### config.mk
export PLATFORM = sky130hd
export DESIGN_NAME = xcvr_mode_ctrl
export DESIGN_NICKNAME = d
export VERILOG_FILES = /design/src/core/xcvr_mode_pkg.sv /design/src/core/tx_dominant_guard.sv /design/src/core/lin_wake_detect.sv /design/src/core/xcvr_mode_ctrl.sv
export VERILOG_INCLUDE_DIRS = /design/src /design/src/core
export SDC_FILE = /design/constraint.sdc
export NUM_CORES = 1
export LEC_CHECK = 0
export BUFFER_PORTS_ARGS = -buffer_cell sky130_fd_sc_hd__buf_4
export CORE_MARGIN = 4
export CORE_UTILIZATION = 55
export DETAILED_ROUTE_END_ITERATION = 10
export GPL_ROUTABILITY_DRIVEN = 1
export HOLD_SLACK_MARGIN = 0.03
export PLACE_DENSITY = 0.8
export SETUP_SLACK_MARGIN = 0.3
export SLEW_MARGIN = 20
export SYNTH_ARGS = -nofsm -noshare
export SYNTH_HDL_FRONTEND = slang
export SYNTH_SLANG_ARGS = --single-unit
export TNS_END_PERCENT = 1
### constraint.sdc
create_clock -name ref_clk -period 2.75 [get_ports ref_clk]
set_clock_uncertainty 0.15 [all_clocks]
set_input_delay 0.275 -clock ref_clk [delete_from_list [all_inputs] [get_ports ref_clk]]
set_output_delay 0.275 -clock ref_clk [all_outputs]
set_load 0.005 [all_outputs]
### src/core/xcvr_mode_regs.svh
// register offsets, field positions, reset values and timing counts
// assumes a 4 ns core clock; included by the mode control and its testbench
`ifndef XCVR_MODE_REGS_SVH
`define XCVR_MODE_REGS_SVH
// *****
// register map (byte addresses, one word each)
// *****
`define CTRL_OFS 8'h00
`define STAT_OFS 8'h04
`define CTRL_RST 7'h00
// control fields
`define CAN_SEL_LSB 0
`define LIN_SEL_LSB 2
`define LIN_TO_DIS_BIT 6
// status fields, lin fields step by instance
`define CAN_MODE_LSB 0
`define LIN_MODE_LSB 2
`define CAN_BLK_BIT 6
`define LIN_BLK_BIT 7
`define CAN_WAKE_BIT 9
`define LIN_WAKE_BIT 10
`define SUPPLY_BIT 12
// *****
// timing, times in ns and derived cycle counts
// *****
`define CLK_PERIOD_NS 4
`define CAN_WAKE_DOM_NS 500
`define CAN_WAKE_REC_NS 500
`define CAN_WAKE_TIMEOUT_NS 1000000
`define CAN_TX_LIMIT_NS 1000000
`define LIN_WAKE_NS 30000
`define LIN_TX_LIMIT_NS 6000000
`define CAN_WAKE_DOM_CYC ((`CAN_WAKE_DOM_NS + `CLK_PERIOD_NS - 1) / `CLK_PERIOD_NS)
`define CAN_WAKE_REC_CYC ((`CAN_WAKE_REC_NS + `CLK_PERIOD_NS - 1) / `CLK_PERIOD_NS)
`define CAN_WAKE_TIMEOUT_CYC (`CAN_WAKE_TIMEOUT_NS / `CLK_PERIOD_NS)
`define CAN_TX_LIMIT_CYC (`CAN_TX_LIMIT_NS / `CLK_PERIOD_NS)
`define LIN_WAKE_CYC ((`LIN_WAKE_NS + `CLK_PERIOD_NS - 1) / `CLK_PERIOD_NS)
`define LIN_TX_LIMIT_CYC (`LIN_TX_LIMIT_NS / `CLK_PERIOD_NS)
`endif

### src/core/xcvr_mode_pkg.sv
// types shared by the transceiver mode control files
// assumes nothing beyond a SystemVerilog compiler
package xcvr_mode_pkg;
   // *****
   // enumerations
   // *****
   localparam int CNT_W = 24; // duration counter width
   // chip operating mode
   typedef enum logic [2:0] {
      op_power_up, op_reset, op_start_up, op_normal,
      op_flash, op_standby, op_sleep, op_fail_safe
   } op_mode_t;
   // effective transceiver mode
   typedef enum logic [1:0] {
      mode_off, mode_wakeup, mode_rx_only, mode_normal
   } xcvr_mode_t;
   // can wake pattern states
   typedef enum logic [1:0] {
      cw_idle, cw_dom1, cw_rec, cw_dom2
   } can_wake_state_t;
   // *****
   // carriers and state records
   // *****
   typedef struct packed {
      logic [7:0] addr; logic [31:0] wdata; logic wr; logic rd;
   } reg_req_t;
   typedef struct packed {
      logic [CNT_W-1:0] cnt; logic blocked;
   } guard_state_t;
   typedef struct packed {
      logic [CNT_W-1:0] cnt; logic armed; logic hit;
   } lin_wake_state_t;
   typedef struct packed {
      logic [6:0] sync1; logic [6:0] sync2; logic [6:0] ctrl;
      can_wake_state_t cw_st; logic [CNT_W-1:0] cw_phase;
      logic [CNT_W-1:0] cw_total; logic can_wake_flag;
      logic [1:0] lin_wake_flag; logic [31:0] rdata;
      logic can_rx; logic can_dom; logic [1:0] lin_rx;
      logic [1:0] lin_out; logic [1:0] lin_oe_n;
      logic wake_irq; logic wake_rst;
   } main_state_t;
endpackage

### src/core/tx_dominant_guard.sv
// transmit dominant time-out guard for one transceiver
// assumes tx_low is already synchronised to ref_clk
`timescale 1ns/1ps
`default_nettype none
module tx_dominant_guard #(
   parameter logic [xcvr_mode_pkg::CNT_W-1:0] LIMIT = 24'h000100
) (
   input wire logic ref_clk, // core clock
   input wire logic rst, // synchronous reset, high
   input wire logic en, // normal mode and check enabled
   input wire logic tx_low, // transmit input low
   output logic blocked // transmission disabled
);
   xcvr_mode_pkg::guard_state_t st_reg; // state
   xcvr_mode_pkg::guard_state_t st_next; // next state
   // count one unbroken low, release at once on high
   always_comb begin
      st_next = st_reg;
      if (!en || !tx_low) begin
         st_next.cnt = '0;
         st_next.blocked = 1'b0;
      end else if (st_reg.cnt < LIMIT) begin
         st_next.cnt = st_reg.cnt + 1'b1;
      end else begin
         st_next.blocked = 1'b1;
      end
   end
   // register the state
   always_ff @(posedge ref_clk) begin
      if (rst) begin
         st_reg <= '0;
      end else begin
         st_reg <= st_next;
      end
   end
   assign blocked = st_reg.blocked;
endmodule
`default_nettype wire

### src/core/lin_wake_detect.sv
// lin wake detector: long dominant followed by a recessive edge
// assumes bus_dom is already synchronised to ref_clk
`timescale 1ns/1ps
`default_nettype none
module lin_wake_detect #(
   parameter logic [xcvr_mode_pkg::CNT_W-1:0] WAKE_CYC = 24'h000100
) (
   input wire logic ref_clk, // core clock
   input wire logic rst, // synchronous reset, high
   input wire logic en, // wakeup mode active
   input wire logic bus_dom, // bus dominant
   output logic hit // one-cycle wake pulse
);
   xcvr_mode_pkg::lin_wake_state_t st_reg; // state
   xcvr_mode_pkg::lin_wake_state_t st_next; // next state
   // stuck-low bus never wakes: needs the rising edge
   always_comb begin
      st_next = st_reg;
      st_next.hit = 1'b0;
      if (!en) begin
         st_next.cnt = '0;
         st_next.armed = 1'b0;
      end else if (bus_dom) begin
         if (st_reg.cnt < WAKE_CYC) begin
            st_next.cnt = st_reg.cnt + 1'b1;
         end else begin
            st_next.armed = 1'b1;
         end
      end else begin
         st_next.hit = st_reg.armed;
         st_next.armed = 1'b0;
         st_next.cnt = '0;
      end
   end
   // register the state
   always_ff @(posedge ref_clk) begin
      if (rst) begin
         st_reg <= '0;
      end else begin
         st_reg <= st_next;
      end
   end
   assign hit = st_reg.hit;
endmodule
`default_nettype wire

### src/core/xcvr_mode_ctrl.sv
// mode control for one can and two lin transceivers
// assumes op_mode and thermal_sd come from logic on ref_clk,
// pin and bus receiver inputs are asynchronous
`timescale 1ns/1ps
`default_nettype none
`include "xcvr_mode_regs.svh"
module xcvr_mode_ctrl #(
   // durations in core clock cycles
   parameter logic [23:0] CAN_DOM_CYC = 24'(`CAN_WAKE_DOM_CYC),
   parameter logic [23:0] CAN_REC_CYC = 24'(`CAN_WAKE_REC_CYC),
   parameter logic [23:0] CAN_WTO_CYC = 24'(`CAN_WAKE_TIMEOUT_CYC),
   parameter logic [23:0] CAN_TXL_CYC = 24'(`CAN_TX_LIMIT_CYC),
   parameter logic [23:0] LIN_WAKE_CYC = 24'(`LIN_WAKE_CYC),
   parameter logic [23:0] LIN_TXL_CYC = 24'(`LIN_TX_LIMIT_CYC)
) (
   input wire logic ref_clk, // core clock, 250 MHz
   input wire logic rst, // synchronous reset, high
   input wire xcvr_mode_pkg::reg_req_t reg_req, // register request
   output logic [31:0] reg_rdata, // read data, cycle after rd
   input wire xcvr_mode_pkg::op_mode_t op_mode, // chip mode
   input wire logic thermal_sd, // thermal shutdown active
   input wire logic main_supply_out, // main supply present
   input wire logic can_tx_in, // can transmit data pin
   input wire logic can_bus_in, // can receiver, 0 dominant
   input wire logic [1:0] lin_tx_in, // lin transmit data pins
   input wire logic [1:0] lin_bus_pin_in, // lin receivers
   output logic can_rx_out, // can receive data pin
   output logic can_bus_dom_out, // drive can dominant
   output logic [1:0] lin_rx_out, // lin receive data pins
   output logic [1:0] lin_bus_pin_out, // lin driver level
   output logic [1:0] lin_bus_pin_oe_n, // lin driver enable
   output logic wake_irq, // wake interrupt request pulse
   output logic wake_rst // wake reset request pulse
);
   // *****
   // mode decode
   // *****
   // can mode from chip mode and selection
   function automatic xcvr_mode_pkg::xcvr_mode_t can_mode_f(
      input xcvr_mode_pkg::op_mode_t op,
      input logic [1:0] sel,
      input logic tsd
   );
      xcvr_mode_pkg::xcvr_mode_t m;
      m = xcvr_mode_pkg::mode_off;
      case (op)
         xcvr_mode_pkg::op_start_up,
         xcvr_mode_pkg::op_normal,
         xcvr_mode_pkg::op_flash: begin
            m = xcvr_mode_pkg::xcvr_mode_t'(sel);
         end
         xcvr_mode_pkg::op_standby: begin
            // no normal selection in standby
            if (sel == 2'h1 || sel == 2'h2) begin
               m = xcvr_mode_pkg::xcvr_mode_t'(sel);
            end
         end
         xcvr_mode_pkg::op_sleep: begin
            if (sel == 2'h1) begin
               m = xcvr_mode_pkg::mode_wakeup;
            end
         end
         xcvr_mode_pkg::op_fail_safe: begin
            if (!tsd) begin
               m = xcvr_mode_pkg::mode_wakeup;
            end
         end
         default: begin
            m = xcvr_mode_pkg::mode_off;
         end
      endcase
      return m;
   endfunction

   // lin mode, standby keeps every selection
   function automatic xcvr_mode_pkg::xcvr_mode_t lin_mode_f(
      input xcvr_mode_pkg::op_mode_t op,
      input logic [1:0] sel,
      input logic tsd
   );
      xcvr_mode_pkg::xcvr_mode_t m;
      m = xcvr_mode_pkg::mode_off;
      case (op)
         xcvr_mode_pkg::op_start_up,
         xcvr_mode_pkg::op_normal,
         xcvr_mode_pkg::op_flash,
         xcvr_mode_pkg::op_standby: begin
            m = xcvr_mode_pkg::xcvr_mode_t'(sel);
         end
         xcvr_mode_pkg::op_sleep: begin
            if (sel == 2'h1) begin
               m = xcvr_mode_pkg::mode_wakeup;
            end
         end
         xcvr_mode_pkg::op_fail_safe: begin
            if (!tsd) begin
               m = xcvr_mode_pkg::mode_wakeup;
            end
         end
         default: begin
            m = xcvr_mode_pkg::mode_off;
         end
      endcase
      return m;
   endfunction

   // *****
   // state and decoded modes
   // *****
   xcvr_mode_pkg::main_state_t st_reg; // all state
   xcvr_mode_pkg::main_state_t st_next; // next state
   xcvr_mode_pkg::xcvr_mode_t can_mode; // effective can mode
   xcvr_mode_pkg::xcvr_mode_t lin_mode [2]; // lin modes
   logic can_blocked; // can transmit time-out
   logic [1:0] lin_blocked; // lin transmit time-outs
   logic [1:0] lin_hit; // lin wake pulses
   logic [12:0] status; // status word
   // synchronised inputs, second stage only
   logic s_can_tx; // can transmit input
   logic s_can_bus; // can receiver
   logic [1:0] s_lin_tx; // lin transmit inputs
   logic [1:0] s_lin_bus; // lin receivers
   logic s_supply; // supply present

   assign s_can_tx = st_reg.sync2[0];
   assign s_can_bus = st_reg.sync2[1];
   assign s_lin_tx = st_reg.sync2[3:2];
   assign s_lin_bus = st_reg.sync2[5:4];
   assign s_supply = st_reg.sync2[6];

   // decode modes
   always_comb begin
      can_mode = can_mode_f(op_mode,
         st_reg.ctrl[`CAN_SEL_LSB +: 2], thermal_sd);
      for (int i = 0; i < 2; i++) begin
         lin_mode[i] = lin_mode_f(op_mode,
            st_reg.ctrl[`LIN_SEL_LSB + 2*i +: 2], thermal_sd);
      end
   end

   // *****
   // transmit guards and lin wake detectors
   // *****
   tx_dominant_guard #(
      .LIMIT(CAN_TXL_CYC)
   ) can_guard (
      .ref_clk(ref_clk),
      .rst(rst),
      .en(can_mode == xcvr_mode_pkg::mode_normal),
      .tx_low(!s_can_tx),
      .blocked(can_blocked)
   );

   // per lin instance: guard and wake detector
   for (genvar g = 0; g < 2; g++) begin : g_lin
      tx_dominant_guard #(
         .LIMIT(LIN_TXL_CYC)
      ) lin_guard (
         .ref_clk(ref_clk),
         .rst(rst),
         .en(lin_mode[g] == xcvr_mode_pkg::mode_normal &&
            !st_reg.ctrl[`LIN_TO_DIS_BIT]),
         .tx_low(!s_lin_tx[g]),
         .blocked(lin_blocked[g])
      );
      lin_wake_detect #(
         .WAKE_CYC(LIN_WAKE_CYC)
      ) lin_wake (
         .ref_clk(ref_clk),
         .rst(rst),
         .en(lin_mode[g] == xcvr_mode_pkg::mode_wakeup),
         .bus_dom(!s_lin_bus[g]),
         .hit(lin_hit[g])
      );
   end

   // *****
   // status word
   // *****
   // modes, time-out state, wake flags and supply
   always_comb begin
      status = '0;
      status[`CAN_MODE_LSB +: 2] = 2'(can_mode);
      status[`CAN_BLK_BIT] = can_blocked;
      status[`CAN_WAKE_BIT] = st_reg.can_wake_flag;
      status[`SUPPLY_BIT] = s_supply;
      for (int i = 0; i < 2; i++) begin
         status[`LIN_MODE_LSB + 2*i +: 2] = 2'(lin_mode[i]);
         status[`LIN_BLK_BIT + i] = lin_blocked[i];
         status[`LIN_WAKE_BIT + i] = st_reg.lin_wake_flag[i];
      end
   end

   // *****
   // next state
   // *****
   always_comb begin
      logic can_hit; // can wake found this cycle
      logic bus_dom; // can bus dominant
      logic stat_wr; // status write, clears flags
      can_hit = 1'b0;
      bus_dom = !s_can_bus;
      stat_wr = reg_req.wr && reg_req.addr == `STAT_OFS;
      st_next = st_reg;
      // two-stage synchronisers for all pin inputs
      st_next.sync1 = {main_supply_out, lin_bus_pin_in,
         lin_tx_in, can_bus_in, can_tx_in};
      st_next.sync2 = st_reg.sync1;

      // register access, unmapped reads give zero
      if (reg_req.wr && reg_req.addr == `CTRL_OFS) begin
         st_next.ctrl = reg_req.wdata[6:0];
      end
      st_next.rdata = '0;
      if (reg_req.rd) begin
         case (reg_req.addr)
            `CTRL_OFS: st_next.rdata = {25'h0, st_reg.ctrl};
            `STAT_OFS: st_next.rdata = {19'h0, status};
            default: st_next.rdata = '0;
         endcase
      end

      // can wake pattern; phase and total run together
      st_next.cw_phase = st_reg.cw_phase + 1'b1;
      st_next.cw_total = st_reg.cw_total + 1'b1;
      case (st_reg.cw_st)
         xcvr_mode_pkg::cw_idle: begin
            st_next.cw_phase = '0;
            st_next.cw_total = '0;
            if (bus_dom) begin
               st_next.cw_st = xcvr_mode_pkg::cw_dom1;
            end
         end
         xcvr_mode_pkg::cw_dom1: begin
            // a short first dominant is a glitch
            if (!bus_dom) begin
               st_next.cw_phase = '0;
               st_next.cw_st = (st_reg.cw_phase >= CAN_DOM_CYC) ?
                  xcvr_mode_pkg::cw_rec : xcvr_mode_pkg::cw_idle;
            end
         end
         xcvr_mode_pkg::cw_rec: begin
            // short recessive restarts as first dominant
            if (bus_dom) begin
               st_next.cw_phase = '0;
               if (st_reg.cw_phase >= CAN_REC_CYC) begin
                  st_next.cw_st = xcvr_mode_pkg::cw_dom2;
               end else begin
                  st_next.cw_total = '0;
                  st_next.cw_st = xcvr_mode_pkg::cw_dom1;
               end
            end
         end
         xcvr_mode_pkg::cw_dom2: begin
            if (st_reg.cw_phase >= CAN_DOM_CYC) begin
               can_hit = 1'b1;
               st_next.cw_st = xcvr_mode_pkg::cw_idle;
            end else if (!bus_dom) begin
               st_next.cw_phase = '0;
               st_next.cw_st = xcvr_mode_pkg::cw_rec;
            end
         end
         default: begin
            st_next.cw_st = xcvr_mode_pkg::cw_idle;
         end
      endcase
      // whole pattern must fit the timeout window
      if (st_reg.cw_st != xcvr_mode_pkg::cw_idle &&
         st_reg.cw_total >= CAN_WTO_CYC) begin
         can_hit = 1'b0;
         st_next.cw_st = xcvr_mode_pkg::cw_idle;
      end
      // detector only runs in wakeup mode
      if (can_mode != xcvr_mode_pkg::mode_wakeup) begin
         can_hit = 1'b0;
         st_next.cw_st = xcvr_mode_pkg::cw_idle;
      end

      // sticky wake flags, a new wake beats a clear
      if (stat_wr && reg_req.wdata[`CAN_WAKE_BIT]) begin
         st_next.can_wake_flag = 1'b0;
      end
      if (can_hit) begin
         st_next.can_wake_flag = 1'b1;
      end
      for (int i = 0; i < 2; i++) begin
         if (stat_wr && reg_req.wdata[`LIN_WAKE_BIT + i]) begin
            st_next.lin_wake_flag[i] = 1'b0;
         end
         if (lin_hit[i]) begin
            st_next.lin_wake_flag[i] = 1'b1;
         end
      end

      // wakes in sleep or fail-safe restart the chip
      st_next.wake_irq = 1'b0;
      st_next.wake_rst = 1'b0;
      if (can_hit || lin_hit != 2'b00) begin
         if (op_mode == xcvr_mode_pkg::op_sleep ||
            op_mode == xcvr_mode_pkg::op_fail_safe) begin
            st_next.wake_rst = 1'b1;
         end else begin
            st_next.wake_irq = 1'b1;
         end
      end

      // can receive pin and transmitter
      case (can_mode)
         xcvr_mode_pkg::mode_wakeup: begin
            st_next.can_rx = s_supply && !st_reg.can_wake_flag;
         end
         xcvr_mode_pkg::mode_rx_only,
         xcvr_mode_pkg::mode_normal: begin
            st_next.can_rx = s_can_bus;
         end
         default: begin
            st_next.can_rx = s_supply;
         end
      endcase
      // transmit input only counts in normal mode
      st_next.can_dom = can_mode == xcvr_mode_pkg::mode_normal &&
         !can_blocked && !s_can_tx;

      // lin receive pins and open-drain drivers
      for (int i = 0; i < 2; i++) begin
         case (lin_mode[i])
            xcvr_mode_pkg::mode_wakeup: begin
               st_next.lin_rx[i] = s_supply &&
                  !st_reg.lin_wake_flag[i];
            end
            xcvr_mode_pkg::mode_rx_only,
            xcvr_mode_pkg::mode_normal: begin
               st_next.lin_rx[i] = s_lin_bus[i];
            end
            default: begin
               st_next.lin_rx[i] = s_supply;
            end
         endcase
         st_next.lin_oe_n[i] = !(lin_mode[i] == xcvr_mode_pkg::mode_normal
            && !lin_blocked[i] && !s_lin_tx[i]);
      end
      st_next.lin_out = 2'b00;
   end

   // *****
   // state register
   // *****
   // reset releases the bus, receive pins low
   always_ff @(posedge ref_clk) begin
      if (rst) begin
         st_reg <= '0;
         st_reg.ctrl <= `CTRL_RST;
         st_reg.cw_st <= xcvr_mode_pkg::cw_idle;
         st_reg.lin_oe_n <= 2'b11;
      end else begin
         st_reg <= st_next;
      end
   end

   // *****
   // outputs, all straight from flip-flops
   // *****
   assign reg_rdata = st_reg.rdata;
   assign can_rx_out = st_reg.can_rx;
   assign can_bus_dom_out = st_reg.can_dom;
   assign lin_rx_out = st_reg.lin_rx;
   assign lin_bus_pin_out = st_reg.lin_out;
   assign lin_bus_pin_oe_n = st_reg.lin_oe_n;
   assign wake_irq = st_reg.wake_irq;
   assign wake_rst = st_reg.wake_rst;
endmodule
`default_nettype wire

==> impl_results.md <==
* Total GRT Usage at 19.9%
* Initial antenna violation count at 0
* Die H at roughly 140 um
* CTS buffer count at 23
* Synth Flop Type: dfxtp_1
* Finished Layout Cells at between 1000 and 1500
* Layout cells sized above 1 at under 10%
* Worst-path maximum fanout at 14
* Wire per inst at 14.3 um
* EDFF count, synth at 0
* Least-Margin Pin Slew at ~0.7 ns
* Reg2Reg Depth at 5
* Crit Path Class: input pin to flip-flop
* Hold WC Path Type: input pin to flip-flop
* Max-Cap Viols at 0
* Longest Clk Path Bufs at 3
* Clock sink count at ~220
* CP top delay family: simple AND/OR/NAND/NOR gates
* Arrival time at the worst endpoint at 2.54 ns
* Sw Pwr at around 0.0013 W
* CTS tree: done
* Clk slew on worst S/H paths at 0.06 ns
* DR pass1 iterations at 5
* Reg-to-Reg Start: g_lin[1].lin_guard.st_reg[24]
* Setup crit end kind: flip-flop
* RSZ-0062 raised after global routing: false
* Grt ovf at 0
* Slew Viols, Final at 0
* Required @ worst endpoint at 3.02 ns
* Slowest CP cell: or4_1
* Setup crit start: op_mode[2]
* Sw frac at 19.6%
* Ys async rst share at 0%
* Die X at 141 um
* Yosys cell types at 61
* Number of core rows at between 40 and 50
* Later-pin clock latency in the skew report at around 0.50 ns
* Final period utilization at 82.5%
* Commonest non-fill, non-tap cell in the layout: dfxtp_1
* Port bufs at 53
* Syn Area/Cell at 8.74 um2
* Antenna Cells at 0
* Vias in the first global route at 7155
* Register area at 4440 um2
* Fill cells at 1387
* Synth Instances at 1117
* Reg power frac at 49.6%
* Worst slack, placed at 0.425 ns
* Static Leak at 3.81 nW
* Fin nets at 1238
* Vias at a little under 8000
* Area of the multi-input gates at between 4000 and 5000 um2
* Gpl congestion at 0.871
* Max H-tree Level at 1
* DP HPWL at 13800 um
* Clk pwr share at about half
* P per Cell Area at 586 nW/um2
* Reg-to-reg endpoint: g_lin[1].lin_guard.st_reg[16]
* Mapped Area at about 10000 um2
* Crit path depth at 7
* Largest net degree at the start of global routing at 41
* P&R area growth vs syn at 14.0%
* CTS Root Cell: clkbuf_16
* Cells after DPL at 1353
* Yosys warning total at 0
* Max frequency at around 440 MHz
* # IOs at 97
* Final worst slack at 0.481 ns
* Die area at 20000 um2
* Outcome: finished clean
* Sequential area share after synthesis at 45.5%
* Drt first-iter violations at around 450
* DRC Markers at 0
* Gate power share at 1.9%
* CP endpoint: g_lin[0].lin_wake.st_reg[8]
* Crit path buf inv count at 2
* Clock period minus worst slack at 2.27 ns
* Slowest stage delay, CP at 0.75 ns
* Setup violations, final at 0
* Type of origin of the critical path: input pin
* Pint at 0.00524 W
* Vias per inst at 5.58
* Post-Route WL at just over 20000 um
* Post-route ant nets at 0
* Initial core utilization at 56.3%
* Global-route wire length before repair at 33800 um
* Slew margin rel. at 53.0%
* VDD IR-drop max at 0.000648 V
* Critical Path, Cell by Cell: dlygate4sd3_1 -> buf_4 -> and3b_1 -> o21ai_0 -> and2_1 -> or4_1 -> a21oi_1
* Final hold vios at 0
* Core area at between 15000 and 20000 um2
* Pwr Total at between 0.006 and 0.007 W
* Postcts setup bufs at 0
* Commonest cells after routing, fill and taps aside: 222 x dfxtp_1, 134 x nor2_1, 72 x nand2_1, 68 x a21oi_1, 66 x buf_4
* Setup TNS at 0 ns
* Reg-to-reg slack, setup at 0.50 ns
* Flops & latches, synth at 222
* Max FFs per register at 60
[metal layers]
layer | wire, um | vias up | track usage (%) | part of all wire [%]
met4 | 495 | 0 | 4.79 | 2.5
met3 | 897 | 38 | 3.03 | 4.4
met5 | 0 | - | 0 | 0
met1 | 9330 | 3660 | 27.5 | 46
met2 | 9460 | 147 | 33.1 | 47
li1 | - | 4018 | - | -
[worst reg2reg max path, cell delays in order, from the launching register on]
cell and delay (ns):
dfxtp_1 0.31, nor3_2 0.29, o211ai_1 0.30, or2_0 0.46
or4_1 0.53, a21oi_1 0.14
[stage by stage]
| stage | util [%] | hold WS (ns) | cell area [um2] |
|---|---|---|---|
| global route | 64.1 | 0.0532 | 11100 |
| finish | 64.1 | 0.0515 | 11100 |
| global placement | 58.6 | 0.265 | 10200 |
| floorplan | - | 0.253 | 9840 |
| detailed placement | 58.6 | 0.268 | 10200 |
| CTS | 64.1 | 0.0406 | 11100 |
[logic make-up after synthesis]
kind of cell	count (synthesis)	share of synthesized area [%]
compound gates	193	13.0
xor+xnor	68	6.10
fa+ha+maj	10	1.28
buf+inv	110	6.01
flops	222	45.5
mux	12	1.24
other cells	1	0.0384
simple gates	501	26.8
[worst min path at each step]
stage / from / to / slack, ns / depth (start not counted)
after global routing: rst / st_reg[42] / 0.05 / 2
final: rst / st_reg[42] / 0.05 / 2
after floorplan: can_tx_in / st_next[102] / 0.25 / 1
after detailed placement: can_guard.st_reg[22] / can_guard.st_reg[22] / 0.27 / 2
after global placement: can_guard.st_reg[22] / can_guard.st_reg[22] / 0.27 / 2
after CTS: rst / st_reg[97] / 0.04 / 2
[area by class of cell]
| type | instances | share of cell area [%] |
|---|---|---|
| multi-input cells | 805 | 43.3 |
| clock buffers | 29 | 5.55 |
| flip-flops and latches | 222 | 39.9 |
| inverters | 35 | 1.18 |
| repair buffers | 86 | 6.25 |
| clock inverters | 8 | 1.28 |
| well taps | 225 | 2.53 |
[power groups by stage]
stage	clock [W]	sequential [W]	combinational [W]
after detailed placement	0	0.00331	0.000101
after floorplan	0	0.00330	0.0000730
after global routing	0.00335	0.00324	0.000140
after CTS	0.00321	0.00324	0.000125
final	0.00316	0.00324	0.000127
after global placement	0	0.00331	0.0000997
[synthesized netlist by cell type, drive strengths merged, types with 3 or more instances]
library cell	count	area, um2
a21o	7	52.6
a21oi	69	357
nand4	22	138
a41oi	3	26.3
nand3	57	285
buf	50	362
xor2	26	228
o31ai	33	253
or2	4	25.0
and3	26	163
nand2	72	270
or3	23	149
xnor2	42	368
a31oi	5	46.3
mux2i	11	110
and2	44	275
dfxtp	222	4440
o211ai	7	57.6
clkbuf	25	93.8
ha	10	125
nor2	134	503
a2111oi	8	76.3
nand2b	7	43.8
nor2b	17	106
or4	33	248
and4	10	87.6
o21ai	32	164
inv	35	131
a211oi	14	105
o21a	5	37.5
nor4	18	113
nor3	24	125
o2111ai	4	35.0
[repair_timing]
item                                    CTS  global route
endpoints found under the setup margin    0             1
resized for setup                         0             1
endpoints found under the hold margin    27             0
hold buffers                             20             0
Note: power is estimated with default switching activity, not from simulation.
